## config.mk

```make
export PLATFORM = sky130hd
export DESIGN_NAME = pmc_ctrl
export DESIGN_NICKNAME = d
export VERILOG_FILES = /design/src/rtl/pmc_pkg.sv /design/src/rtl/pmc_ctrl.sv
export VERILOG_INCLUDE_DIRS = /design/src /design/src/rtl
export SDC_FILE = /design/constraint.sdc
export NUM_CORES = 1
export LEC_CHECK = 0
export BUFFER_PORTS_ARGS = -buffer_cell sky130_fd_sc_hd__buf_2
export CAP_MARGIN = 5
export CORE_ASPECT_RATIO = 1.4
export CORE_UTILIZATION = 42
export DETAILED_ROUTE_END_ITERATION = 6
export GPL_TIMING_DRIVEN = 0
export HOLD_SLACK_MARGIN = 0.1
export MAX_ROUTING_LAYER = met4
export PLACE_DENSITY = 0.66
export SKIP_CTS_REPAIR_TIMING = 1
export SLEW_MARGIN = 20
export SYNTH_ARGS = -nofsm -noshare
export SYNTH_HDL_FRONTEND = slang
export SYNTH_SLANG_ARGS = --single-unit
```

## constraint.sdc

```tcl
create_clock -name i_clk -period 5.86 [get_ports i_clk]
set_input_delay 0.879 -clock i_clk [delete_from_list [all_inputs] [get_ports i_clk]]
set_output_delay 0.879 -clock i_clk [all_outputs]
set_load 0.05 [all_outputs]
```

## src/rtl/pmc_defines.svh

```systemverilog
// Offsets, field positions, reset values and timing counts of the mode and reset controller.
`ifndef PMC_DEFINES_SVH
`define PMC_DEFINES_SVH

`define PMC_ADDR_W         4
`define PMC_OFF_SYSCTL     4'h0
`define PMC_OFF_TBCTL      4'h1
`define PMC_OFF_INTCTL     4'h2
`define PMC_OFF_STATUS     4'h3
`define PMC_OFF_VECTOR     4'h4
`define PMC_BIT_HALT       2
`define PMC_BIT_CLKSEL     5
`define PMC_BIT_LOEN       6
`define PMC_BIT_HIEN       7
`define PMC_SYSCTL_RST     8'hc0
`define PMC_BIT_TBEN       7
`define PMC_BIT_MIE        0
`define PMC_BIT_L8EN       1
`define PMC_BIT_L8SEL      2
`define PMC_BIT_TBLATCH    3
`define PMC_RESET_VECTOR   16'hfffe
`define PMC_CLK_MHZ        25
`define PMC_RST_BASIC_CYC  24
`define PMC_BASIC_MHZ      16
// Internal reset length: 24 basic-clock periods rounded down to our clock, at least one cycle.
`define PMC_RST_CYC        ((`PMC_RST_BASIC_CYC * `PMC_CLK_MHZ) / `PMC_BASIC_MHZ)
`define PMC_SYNC_CYC       3

`endif

```

## src/rtl/pmc_pkg.sv

```systemverilog
// Types of the mode and reset controller.
package pmc_pkg;
	typedef enum logic [2:0] {
		PMC_RESET,
		PMC_HIGH_FIRST,
		PMC_DUAL_RUN,
		PMC_LOW_RUN,
		PMC_DEEP_IDLE,
		PMC_SYNC_HIGH
	} pmc_mode_type;

	typedef struct packed {
		pmc_mode_type mode;
		pmc_mode_type ret_mode;
		logic [7:0]   sysctl;
		logic [7:0]   tbctl;
		logic         mie;
		logic         l8en;
		logic         l8sel;
		logic         tb_latch;
		logic         tb_s1;
		logic         tb_s2;
		logic         tb_s3;
		logic         rst_s1;
		logic         rst_s2;
		logic [5:0]   rst_cnt;
		logic [1:0]   sync_cnt;
		logic [3:0]   rst_cause;
		logic         resume_pulse;
		logic         isr_pulse;
		logic         wdt_pulse;
		logic [7:0]   rdata;
		logic [7:0]   prescaler;
	} pmc_state_type;
endpackage : pmc_pkg
```

## src/rtl/pmc_ctrl.sv

```systemverilog
// Operating-mode, system-clock and reset controller of the microcontroller core.
//
// What this block does
// - All three enables set: leave deep idle on time-base falling edge, then service interrupt.
// - Exit uses the asynchronous time-base clock, so idle may be shorter than a period.
// - Watchdog interrupt just before entry: service it and do not enter idle.
// - Level-8 source select set: resume at next instruction, no interrupt service.
// - Clock-select 1 picks low clock; high enable 0 stops high oscillator.
// - External reset low in low run resets at once; afterwards first high run.
// - After select cleared, keep low clock until clocks are synchronised, then switch.
// - Four reset sources: pin, address trap, watchdog, system clock; three internal.
// - An internal reset request holds reset at most 24 basic-clock periods.
// - Internal reset never drives the external reset pin low.
// - Internal reset generators uninitialised at power-up; still bounded to 24 periods.
// - Reset clears master enable, individual enables and interrupt latches.
// - Reset leaves stack pointer, general registers, flags and RAM uninitialised.
// - Reset clears the timing-generator prescaler and divider.
// - Halt bit set enters deep idle; exit clears it and restores previous mode.
// - After reset, execution starts at the vector held at the top two bytes.
// - Disabling the oscillator supplying the system clock raises a system-clock reset.
//
// Local design decisions: the placing of the registers and the strobed register port.
`include "pmc_defines.svh"
`timescale 1ns/1ns
module pmc_ctrl (
	input  wire logic                     i_clk,
	input  wire logic                     i_srst,
	input  wire logic                     i_ce,
	input  wire logic                     i_reset_n_pin,
	input  wire logic                     i_tb_clk,
	input  wire logic                     i_addr_trap,
	input  wire logic                     i_wdt_reset,
	input  wire logic                     i_wdt_irq,
	input  wire logic [`PMC_ADDR_W-1:0]   i_addr,
	input  wire logic [7:0]               i_wdata,
	input  wire logic                     i_wr,
	input  wire logic                     i_rd,
	output logic      [7:0]               o_rdata,
	output pmc_pkg::pmc_mode_type         o_mode,
	output logic                          o_core_reset,
	output logic                          o_reset_pin_oe_n,
	output logic                          o_reset_pin_out,
	output logic                          o_sys_clk_low,
	output logic                          o_hi_osc_en,
	output logic                          o_lo_osc_en,
	output logic                          o_cpu_halt,
	output logic                          o_resume_next,
	output logic                          o_tb_isr_req,
	output logic                          o_wdt_isr_req,
	output logic      [15:0]              o_start_vector,
	output logic      [7:0]               o_prescaler
);
	import pmc_pkg::*;

	// The counter is six bits wide so that 37 cycles fit without wrapping.
	localparam logic [5:0] RST_CYC  = 6'(`PMC_RST_CYC < 1 ? 1 : `PMC_RST_CYC);
	localparam logic [1:0] SYNC_CYC = 2'(`PMC_SYNC_CYC);

	pmc_state_type st_r;
	pmc_state_type st_nxt;

	logic tb_fall;
	logic sys_clk_fail;
	logic wr_sys;
	logic wr_int;

	always_comb begin
		st_nxt = st_r;
		st_nxt.resume_pulse = 1'b0;
		st_nxt.isr_pulse    = 1'b0;
		st_nxt.wdt_pulse    = 1'b0;
		st_nxt.rdata        = 8'h00;
		// The pin and the time-base clock come from outside; the pin is read at its second stage, the time-base clock at its second and third.
		st_nxt.tb_s1  = i_tb_clk;
		st_nxt.tb_s2  = st_r.tb_s1;
		st_nxt.tb_s3  = st_r.tb_s2;
		st_nxt.rst_s1 = i_reset_n_pin;
		st_nxt.rst_s2 = st_r.rst_s1;
		tb_fall = st_r.tb_s3 & ~st_r.tb_s2;
		wr_sys  = i_wr && (i_addr == `PMC_OFF_SYSCTL);
		wr_int  = i_wr && (i_addr == `PMC_OFF_INTCTL);
		sys_clk_fail = 1'b0;
		if (wr_sys) begin
			sys_clk_fail = (!i_wdata[`PMC_BIT_HIEN] && !i_wdata[`PMC_BIT_LOEN])
				|| (!i_wdata[`PMC_BIT_HIEN] && !i_wdata[`PMC_BIT_CLKSEL]
					&& !st_r.sysctl[`PMC_BIT_CLKSEL])
				|| (!i_wdata[`PMC_BIT_LOEN] && st_r.sysctl[`PMC_BIT_CLKSEL]);
		end
		st_nxt.prescaler = st_r.prescaler + 8'h01;
		if (st_r.mode != PMC_DEEP_IDLE && st_r.mode != PMC_RESET) begin
			if (i_wr && i_addr == `PMC_OFF_TBCTL) begin
				st_nxt.tbctl = i_wdata;
			end
			if (wr_int) begin
				st_nxt.mie   = i_wdata[`PMC_BIT_MIE];
				st_nxt.l8en  = i_wdata[`PMC_BIT_L8EN];
				st_nxt.l8sel = i_wdata[`PMC_BIT_L8SEL];
				if (!i_wdata[`PMC_BIT_TBLATCH]) begin
					st_nxt.tb_latch = 1'b0;
				end
			end
			if (wr_sys && !sys_clk_fail) begin
				st_nxt.sysctl = i_wdata;
			end
		end
		if (i_rd) begin
			unique case (i_addr)
				`PMC_OFF_SYSCTL: st_nxt.rdata = st_r.sysctl;
				`PMC_OFF_TBCTL:  st_nxt.rdata = st_r.tbctl;
				`PMC_OFF_INTCTL: st_nxt.rdata = {4'h0, st_r.tb_latch, st_r.l8sel,
					st_r.l8en, st_r.mie};
				`PMC_OFF_STATUS: st_nxt.rdata = {1'b0, st_r.mode, st_r.rst_cause};
				default:         st_nxt.rdata = 8'h00;
			endcase
		end
		if (st_r.rst_cnt != 6'h00) begin
			st_nxt.rst_cnt = st_r.rst_cnt - 6'h01;
		end
		unique case (st_r.mode)
			PMC_RESET: begin
				if (st_r.rst_cnt <= 6'h01 && st_r.rst_s2) begin
					st_nxt.mode    = PMC_HIGH_FIRST;
					st_nxt.rst_cnt = 6'h00;
				end
			end
			PMC_HIGH_FIRST, PMC_DUAL_RUN: begin
				if (wr_sys && !sys_clk_fail && i_wdata[`PMC_BIT_CLKSEL]) begin
					st_nxt.mode = PMC_LOW_RUN;
				end else if (wr_sys && !sys_clk_fail && i_wdata[`PMC_BIT_LOEN]) begin
					st_nxt.mode = PMC_DUAL_RUN;
				end
			end
			PMC_LOW_RUN: begin
				if (wr_sys && !sys_clk_fail && !i_wdata[`PMC_BIT_CLKSEL]) begin
					// Keep running on the low clock while the clocks line up.
					st_nxt.mode     = PMC_SYNC_HIGH;
					st_nxt.sync_cnt = SYNC_CYC;
				end
			end
			PMC_SYNC_HIGH: begin
				st_nxt.sync_cnt = st_r.sync_cnt - 2'h1;
				if (st_r.sync_cnt == 2'h1) begin
					st_nxt.mode = PMC_DUAL_RUN;
				end
			end
			PMC_DEEP_IDLE: begin
				if (tb_fall) begin
					// Exit is taken regardless of the time-base enable.
					st_nxt.mode = st_r.ret_mode;
					st_nxt.sysctl[`PMC_BIT_HALT] = 1'b0;
					if (st_r.tbctl[`PMC_BIT_TBEN]) begin
						st_nxt.tb_latch = 1'b1;
					end
					if (st_r.mie && st_r.l8en && st_r.tbctl[`PMC_BIT_TBEN]
						&& !st_r.l8sel) begin
						st_nxt.isr_pulse = 1'b1;
					end else begin
						st_nxt.resume_pulse = 1'b1;
					end
				end
			end
			default: st_nxt.mode = PMC_RESET;
		endcase
		if (st_r.mode != PMC_DEEP_IDLE && st_r.mode != PMC_RESET && wr_sys
			&& !sys_clk_fail && i_wdata[`PMC_BIT_HALT]) begin
			if (i_wdt_irq) begin
				// A watchdog interrupt wins over the idle request.
				st_nxt.sysctl[`PMC_BIT_HALT] = 1'b0;
				st_nxt.wdt_pulse = 1'b1;
				st_nxt.mode      = st_r.mode;
			end else begin
				st_nxt.ret_mode = (st_nxt.mode == PMC_SYNC_HIGH) ? PMC_LOW_RUN : st_nxt.mode;
				st_nxt.mode     = PMC_DEEP_IDLE;
			end
		end
		// Internal resets restart the bounded counter; the pin is never driven.
		if (i_addr_trap || i_wdt_reset || sys_clk_fail) begin
			st_nxt = pmc_reset_state(st_nxt, RST_CYC);
			st_nxt.rst_cause = {sys_clk_fail, i_wdt_reset, i_addr_trap, 1'b0};
		end
		if (!st_r.rst_s2) begin
			st_nxt = pmc_reset_state(st_nxt, 6'h00);
			st_nxt.rst_cause = 4'h1;
		end
	end

	// Only control state is cleared; CPU registers and RAM live elsewhere untouched.
	function automatic pmc_state_type pmc_reset_state(input pmc_state_type s,
		input logic [5:0] cnt);
		pmc_state_type r;
		r           = s;
		r.mode      = PMC_RESET;
		r.ret_mode  = PMC_HIGH_FIRST;
		r.sysctl    = `PMC_SYSCTL_RST;
		r.tbctl     = 8'h00;
		r.mie       = 1'b0;
		r.l8en      = 1'b0;
		r.l8sel     = 1'b0;
		r.tb_latch  = 1'b0;
		r.rst_cnt   = cnt;
		r.sync_cnt  = 2'h0;
		r.prescaler = 8'h00;
		return r;
	endfunction : pmc_reset_state

	always_ff @(posedge i_clk) begin
		if (i_srst) begin
			st_r           <= '0;
			st_r.mode      <= PMC_RESET;
			st_r.ret_mode  <= PMC_HIGH_FIRST;
			st_r.sysctl    <= `PMC_SYSCTL_RST;
			st_r.rst_s1    <= 1'b1;
			st_r.rst_s2    <= 1'b1;
			st_r.rst_cnt   <= RST_CYC;
			st_r.rst_cause <= 4'h1;
		end else if (i_ce) begin
			st_r <= st_nxt;
		end
	end

	assign o_rdata          = st_r.rdata;
	assign o_mode           = st_r.mode;
	assign o_core_reset     = (st_r.mode == PMC_RESET);
	assign o_reset_pin_out  = 1'b1;
	assign o_reset_pin_oe_n = 1'b1;
	assign o_sys_clk_low    = (st_r.mode == PMC_LOW_RUN) || (st_r.mode == PMC_SYNC_HIGH)
		|| (st_r.mode == PMC_DEEP_IDLE && st_r.ret_mode == PMC_LOW_RUN);
	assign o_hi_osc_en      = st_r.sysctl[`PMC_BIT_HIEN];
	assign o_lo_osc_en      = st_r.sysctl[`PMC_BIT_LOEN];
	assign o_cpu_halt       = (st_r.mode == PMC_DEEP_IDLE);
	assign o_resume_next    = st_r.resume_pulse;
	assign o_tb_isr_req     = st_r.isr_pulse;
	assign o_wdt_isr_req    = st_r.wdt_pulse;
	assign o_start_vector   = `PMC_RESET_VECTOR;
	assign o_prescaler      = st_r.prescaler;
endmodule : pmc_ctrl

```

# Word level (Yosys, flattened, before mapping)
# Cells that the tools add are included.
# totals
regBits,62
inputBits,22
out_inout_bits,45
# op_classes
n_lt_le_gt_ge,1
n_addsub,3
n_mux,39
eq_ne,22
n_reduce_logical,44
n_bitwise,2
# op_table
operator,n
$mux W62,2
$pmux W8 S4,1
$mux W3,9
$mux W6,4
$mux W8,3
$logic_and A1 B1 Y1,20
$mux W20,1
$ne A3 B1 Y1 const B,5
$pmux W3 S5,1
$reduce_and A3 Y1,5
$mux W1,13
$eq A3 B2 Y1 const B,3
$eq A3 B3 Y1 const B,3
$add A8 B1 Y8 const B,1
$eq A4 B2 Y1 const B,2
$le A6 B1 Y1 const B,1
$logic_not A1 Y1,6
$logic_or A1 B1 Y1,6
$mux W2,3
$reduce_bool A6 Y1,1
$sub A6 B1 Y6 const B,1
$eq A4 B1 Y1 const B,1
$logic_not A4 Y1,1
$mux W4,1
other kinds (16),17

# Depth between registers and ports, before layout
# depth
word_depth,18
ltp_mapped,7
mapped_depth_nobuf,7

# Least setup slack after synthesis
# OpenSTA, ideal clock, no wires.
# synth_timing
kind,register to output
startpoint,"reg st_r, in the netlist o_mode[0]"
endpoint,out o_sys_clk_low
slack_ns,3.154
path_stages_with_launch,4
t_arrival_ns,1.827
required_time_ns,4.981
path_cell_list,dfxtp_1 -> buf_1 -> a31oi_1 -> o21ai_0
# synth_between
elab_chain_len,3
word_cells_on_any_way,6
# synth_rtl
element,line_no,rtl
start: declaration,pmc_ctrl.sv:59,pmc_state_type st_r;
start signal: assignment,pmc_ctrl.sv:217,st_r <= st_nxt;
"$eq A3 B2 Y1, or another cell as far along",pmc_ctrl.sv:226,assign o_sys_clk_low = (st_r.mode == PMC_LOW_RUN) || (st_r.mode == PMC_SYNC_HIGH)
$logic_or A1 B1 Y1 or $logic_and A1 B1 Y1 (tied branches),"pmc_ctrl.sv:226, pmc_ctrl.sv:227",
$logic_or A1 B1 Y1 *,pmc_ctrl.sv:227,|| (st_r.mode == PMC_DEEP_IDLE && st_r.ret_mode == PMC_LOW_RUN);
end: declaration,pmc_ctrl.sv:43,"output logic o_sys_clk_low,"
# Every way passes the cells marked *; elsewhere a longest branch is shown, timed or not.

# Worst setup path in the final report
# Same ends and word-level chain as after synthesis.

==> impl_metrics.env <==
export IMPL_status="finished, final reports clean"
export IMPL_first_pass_grt_wire_length_mm=14.5
export IMPL_cts_tree="yes"
export IMPL_path_class="reg2out"
export IMPL_postSynthCellCount=388
export IMPL_drt_first_pass_iters=5
export IMPL_crit_path_max_incr_delay_ns=0.45
export IMPL_grt_antenna_before_repair=0
export IMPL_final_util_pct=51.5
export IMPL_setup_tns_ns=0
export IMPL_power_report_internal_total_w=0.000700
export IMPL_cap_violations=0
export IMPL_met3_length_um=519
export IMPL_growth_of_design_area_from_synthesis_to_finish_pct=18.4
export IMPL_rsz0062_at_grt="false"
export IMPL_h_tree_depth=3
export IMPL_cp_data_arrival_time_ns=1.95
export IMPL_setup_reg_to_reg_worst_slack_ns=3.56
export IMPL_r2r_start="st_r[53]"
export IMPL_powerDensity_nw_per_um2=241
export IMPL_critical_path_endpoint_type="output pin"
export IMPL_maximum_root_to_sink_buffer_count=2
export IMPL_synth_warning_count=0
export IMPL_finalWirelength_mm=9.11
export IMPL_final_setup_skew_ns=0.00797
export IMPL_clkLatencyLatePin_ns=0.36
export IMPL_sequential_cell_area_fraction_in_the_yosys_report_pct=36.6
export IMPL_cts_inserted_buffers=9
export IMPL_r2r_cells=5
export IMPL_grt_max_degree=12
export IMPL_clock_sinks=62
export IMPL_postSynth_asyncResetShare_pct=0
export IMPL_overall_die_height_um=108
export IMPL_layout_drive_gt1_share_pct=25.2
export IMPL_post_drt_wl_per_cell_um=16.1
export IMPL_max_slew_margin_rel_pct=34.6
export IMPL_hold_path_cell_count=2
export IMPL_fin_crit_sh_pct=48.3
export IMPL_top_level_ports=67
export IMPL_crit_buf_inv=2
export IMPL_master_cell_of_the_clock_root_buffer="clkbuf_8"
export IMPL_global_placer_s_final_weighted_congestion=0.877
export IMPL_fp_dieArea_um2=8440
export IMPL_share_comb_of_total_power_pct=12.2
export IMPL_hold_class="reg2reg"
export IMPL_cellLeakagePower_nw=1.65
export IMPL_starting_density_pct=43.5
export IMPL_fin_area_um2=4010
export IMPL_hold_path_end="st_r[52]"
export IMPL_drv_slew=0
export IMPL_max_clock_freq_ghz=0.353
export IMPL_synth_seq_cells=62
export IMPL_met2RoutedLength_mm=4.51
export IMPL_cell_area_after_synthesis_um2=3390
export IMPL_n_antenna_cell=0
export IMPL_drc=0
export IMPL_routed_via_count=3124
export IMPL_worst_hold_startpoint="st_r[52]"
export IMPL_place_hpwl_mm=6.81
export IMPL_worst_path_max_delay_cell="dfxtp_1"
export IMPL_synth_enable_flop_cells=0
export IMPL_worst_path_required_time_ns=4.98
export IMPL_site_row_count=38
export IMPL_power_share_switching_pct=27.5
export IMPL_overflow=0
export IMPL_pwr_share_clk_pct=43.2
export IMPL_p_seq_share_pct=44.6
export IMPL_via_count_of_the_first_global_routing_pass=2922
export IMPL_tightestPinTransition_ns=0.974
export IMPL_io_buffers=45
export IMPL_synth_top_flop_cell="dfxtp_1"
export IMPL_top_layer_used="met4"
export IMPL_drtIter0Drc=224
export IMPL_dpl_worst_slack_ns=2.69
export IMPL_nNetsFinal=486
export IMPL_final_hold_violation_count=0
export IMPL_final_cell_mix="dfxtp_1 (62), buf_2 (45), nor2_1 (39), buf_4 (39), nand2_1 (28)"
export IMPL_top_fanout_value_on_the_critical_path=10
export IMPL_synthesis_area_per_instance_um2=8.73
export IMPL_power_net_switching_w=0.000265
export IMPL_m1WireLength_mm=3.78
export IMPL_commonest_non_fill_non_tap_cell_in_the_layout="dfxtp_1"
export IMPL_floorplan_die_width_um=77.9
export IMPL_critical_register_to_register_path_endpoint="st_r[46]"
export IMPL_post_route_min_period_ns=2.83
export IMPL_cp_cell_sequence="buf_1 > nand3b_1 > o21ai_0 > buf_2"
export IMPL_critical_path_top_delay_family="buffers and inverters"
export IMPL_route_antenna_remaining_nets=0
export IMPL_viasPerCell=5.53
export IMPL_worst_ir_drop_vdd_v=0.000130
export IMPL_synth_lib_cells_used_distinct=64
export IMPL_setup_viol_count_final=0
export IMPL_critical_path_startpoint_type="flop"
export IMPL_clkTransAtPathRegs_ns=0.07
export IMPL_core_um2=7800
export IMPL_final_setup_worst_slack_ns=3.03
export IMPL_placed_area_um2=3800
export IMPL_grt_use_total_pct=23.5
[power by group through the flow]
stage | sequential [W] | clock, W | combinational (W)
after CTS | 0.000430 | 0.000418 | 0.000117
after floorplan | 0.000439 | 0 | 0.0000881
after global placement | 0.000440 | 0 | 0.000115
final | 0.000430 | 0.000417 | 0.000118
after detailed placement | 0.000440 | 0 | 0.000116
after global routing | 0.000431 | 0.000440 | 0.000126
[registers in the layout, summed over array words and instances, names as in the netlist]
name / count
o_hi_osc_en: 1
o_rdata: 8
o_wdt_isr_req: 1
o_lo_osc_en: 1
o_resume_next: 1
o_tb_isr_req: 1
o_mode: 3
st_r: 38
o_prescaler: 8
[cell usage after synthesis, types with 5 or more instances]
library cell / n / area [um2]
nor3_1: 5 / 25.0
nor2_1: 39 / 146
nand2_1: 28 / 105
a22oi_1: 9 / 67.6
a31o_2: 6 / 52.6
nor3b_1: 8 / 60.1
nand3_1: 13 / 65.1
inv_1: 14 / 52.6
nand4_1: 11 / 68.8
o21ai_0: 10 / 50.1
dfxtp_1: 62 / 1240
clkbuf_1: 17 / 63.8
a21oi_1: 12 / 60.1
buf_1: 5 / 18.8
a22o_1: 7 / 61.3
mux2i_1: 8 / 80.1
xor2_1: 7 / 61.3
buf_4: 39 / 293
nand2b_1: 5 / 31.3
[cell families after synthesis]
family / share of synthesized area [%]
AO/OA/AOI/OAI: 21.5
XOR/XNOR: 2.07
adder cells (fa/ha/maj): 1.48
buffers and inverters: 12.6
flip-flops: 36.6
multiplexers: 5.35
other: 0.222
AND/OR/NAND/NOR: 20.2
[per-layer routing]
metal	up-vias	GRT usage, %
met3	22	5.15
met4	0	12.2
met1	1472	26.1
met5	-	-
met2	125	39.6
li1	1505	-
[layout make-up]
class	count	area, um2
clock inverter	6	86.3
clock buffer	10	128
buffer	61	375
inverter	14	52.6
fill	774	3780
tap	100	125
multi-input combinational	267	1780
timing repair buffer	45	225
sequential	62	1240
[worst register-to-register path, cell delays in order (launching register included)]
cell and delay [ns]:
dfxtp_1 0.44, o21a_1 0.26, o41a_1 0.29, nand2_1 0.20
nor3_1 0.81, a31o_2 0.26
[through the flow]
step | total power, W | std cells | hold slack (ns)
final | 0.000965 | 565 | 0.467
after global routing | 0.000997 | 565 | 0.481
after CTS | 0.000965 | 565 | 0.459
after detailed placement | 0.000556 | 549 | 0.451
after global placement | 0.000555 | 549 | 0.442
after floorplan | 0.000527 | 404 | 0.429
[worst max-delay path by stage]
stage | from | end | cells past startpoint
floorplan | o_mode[0] | o_sys_clk_low | 3
global placement | i_addr[0] | st_r[37] | 8
detailed placement | i_addr[0] | st_r[37] | 8
CTS | o_mode[0] | o_sys_clk_low | 4
global route | o_mode[0] | o_sys_clk_low | 4
finish | o_mode[0] | o_sys_clk_low | 4
(Power assumes the default switching activity.)
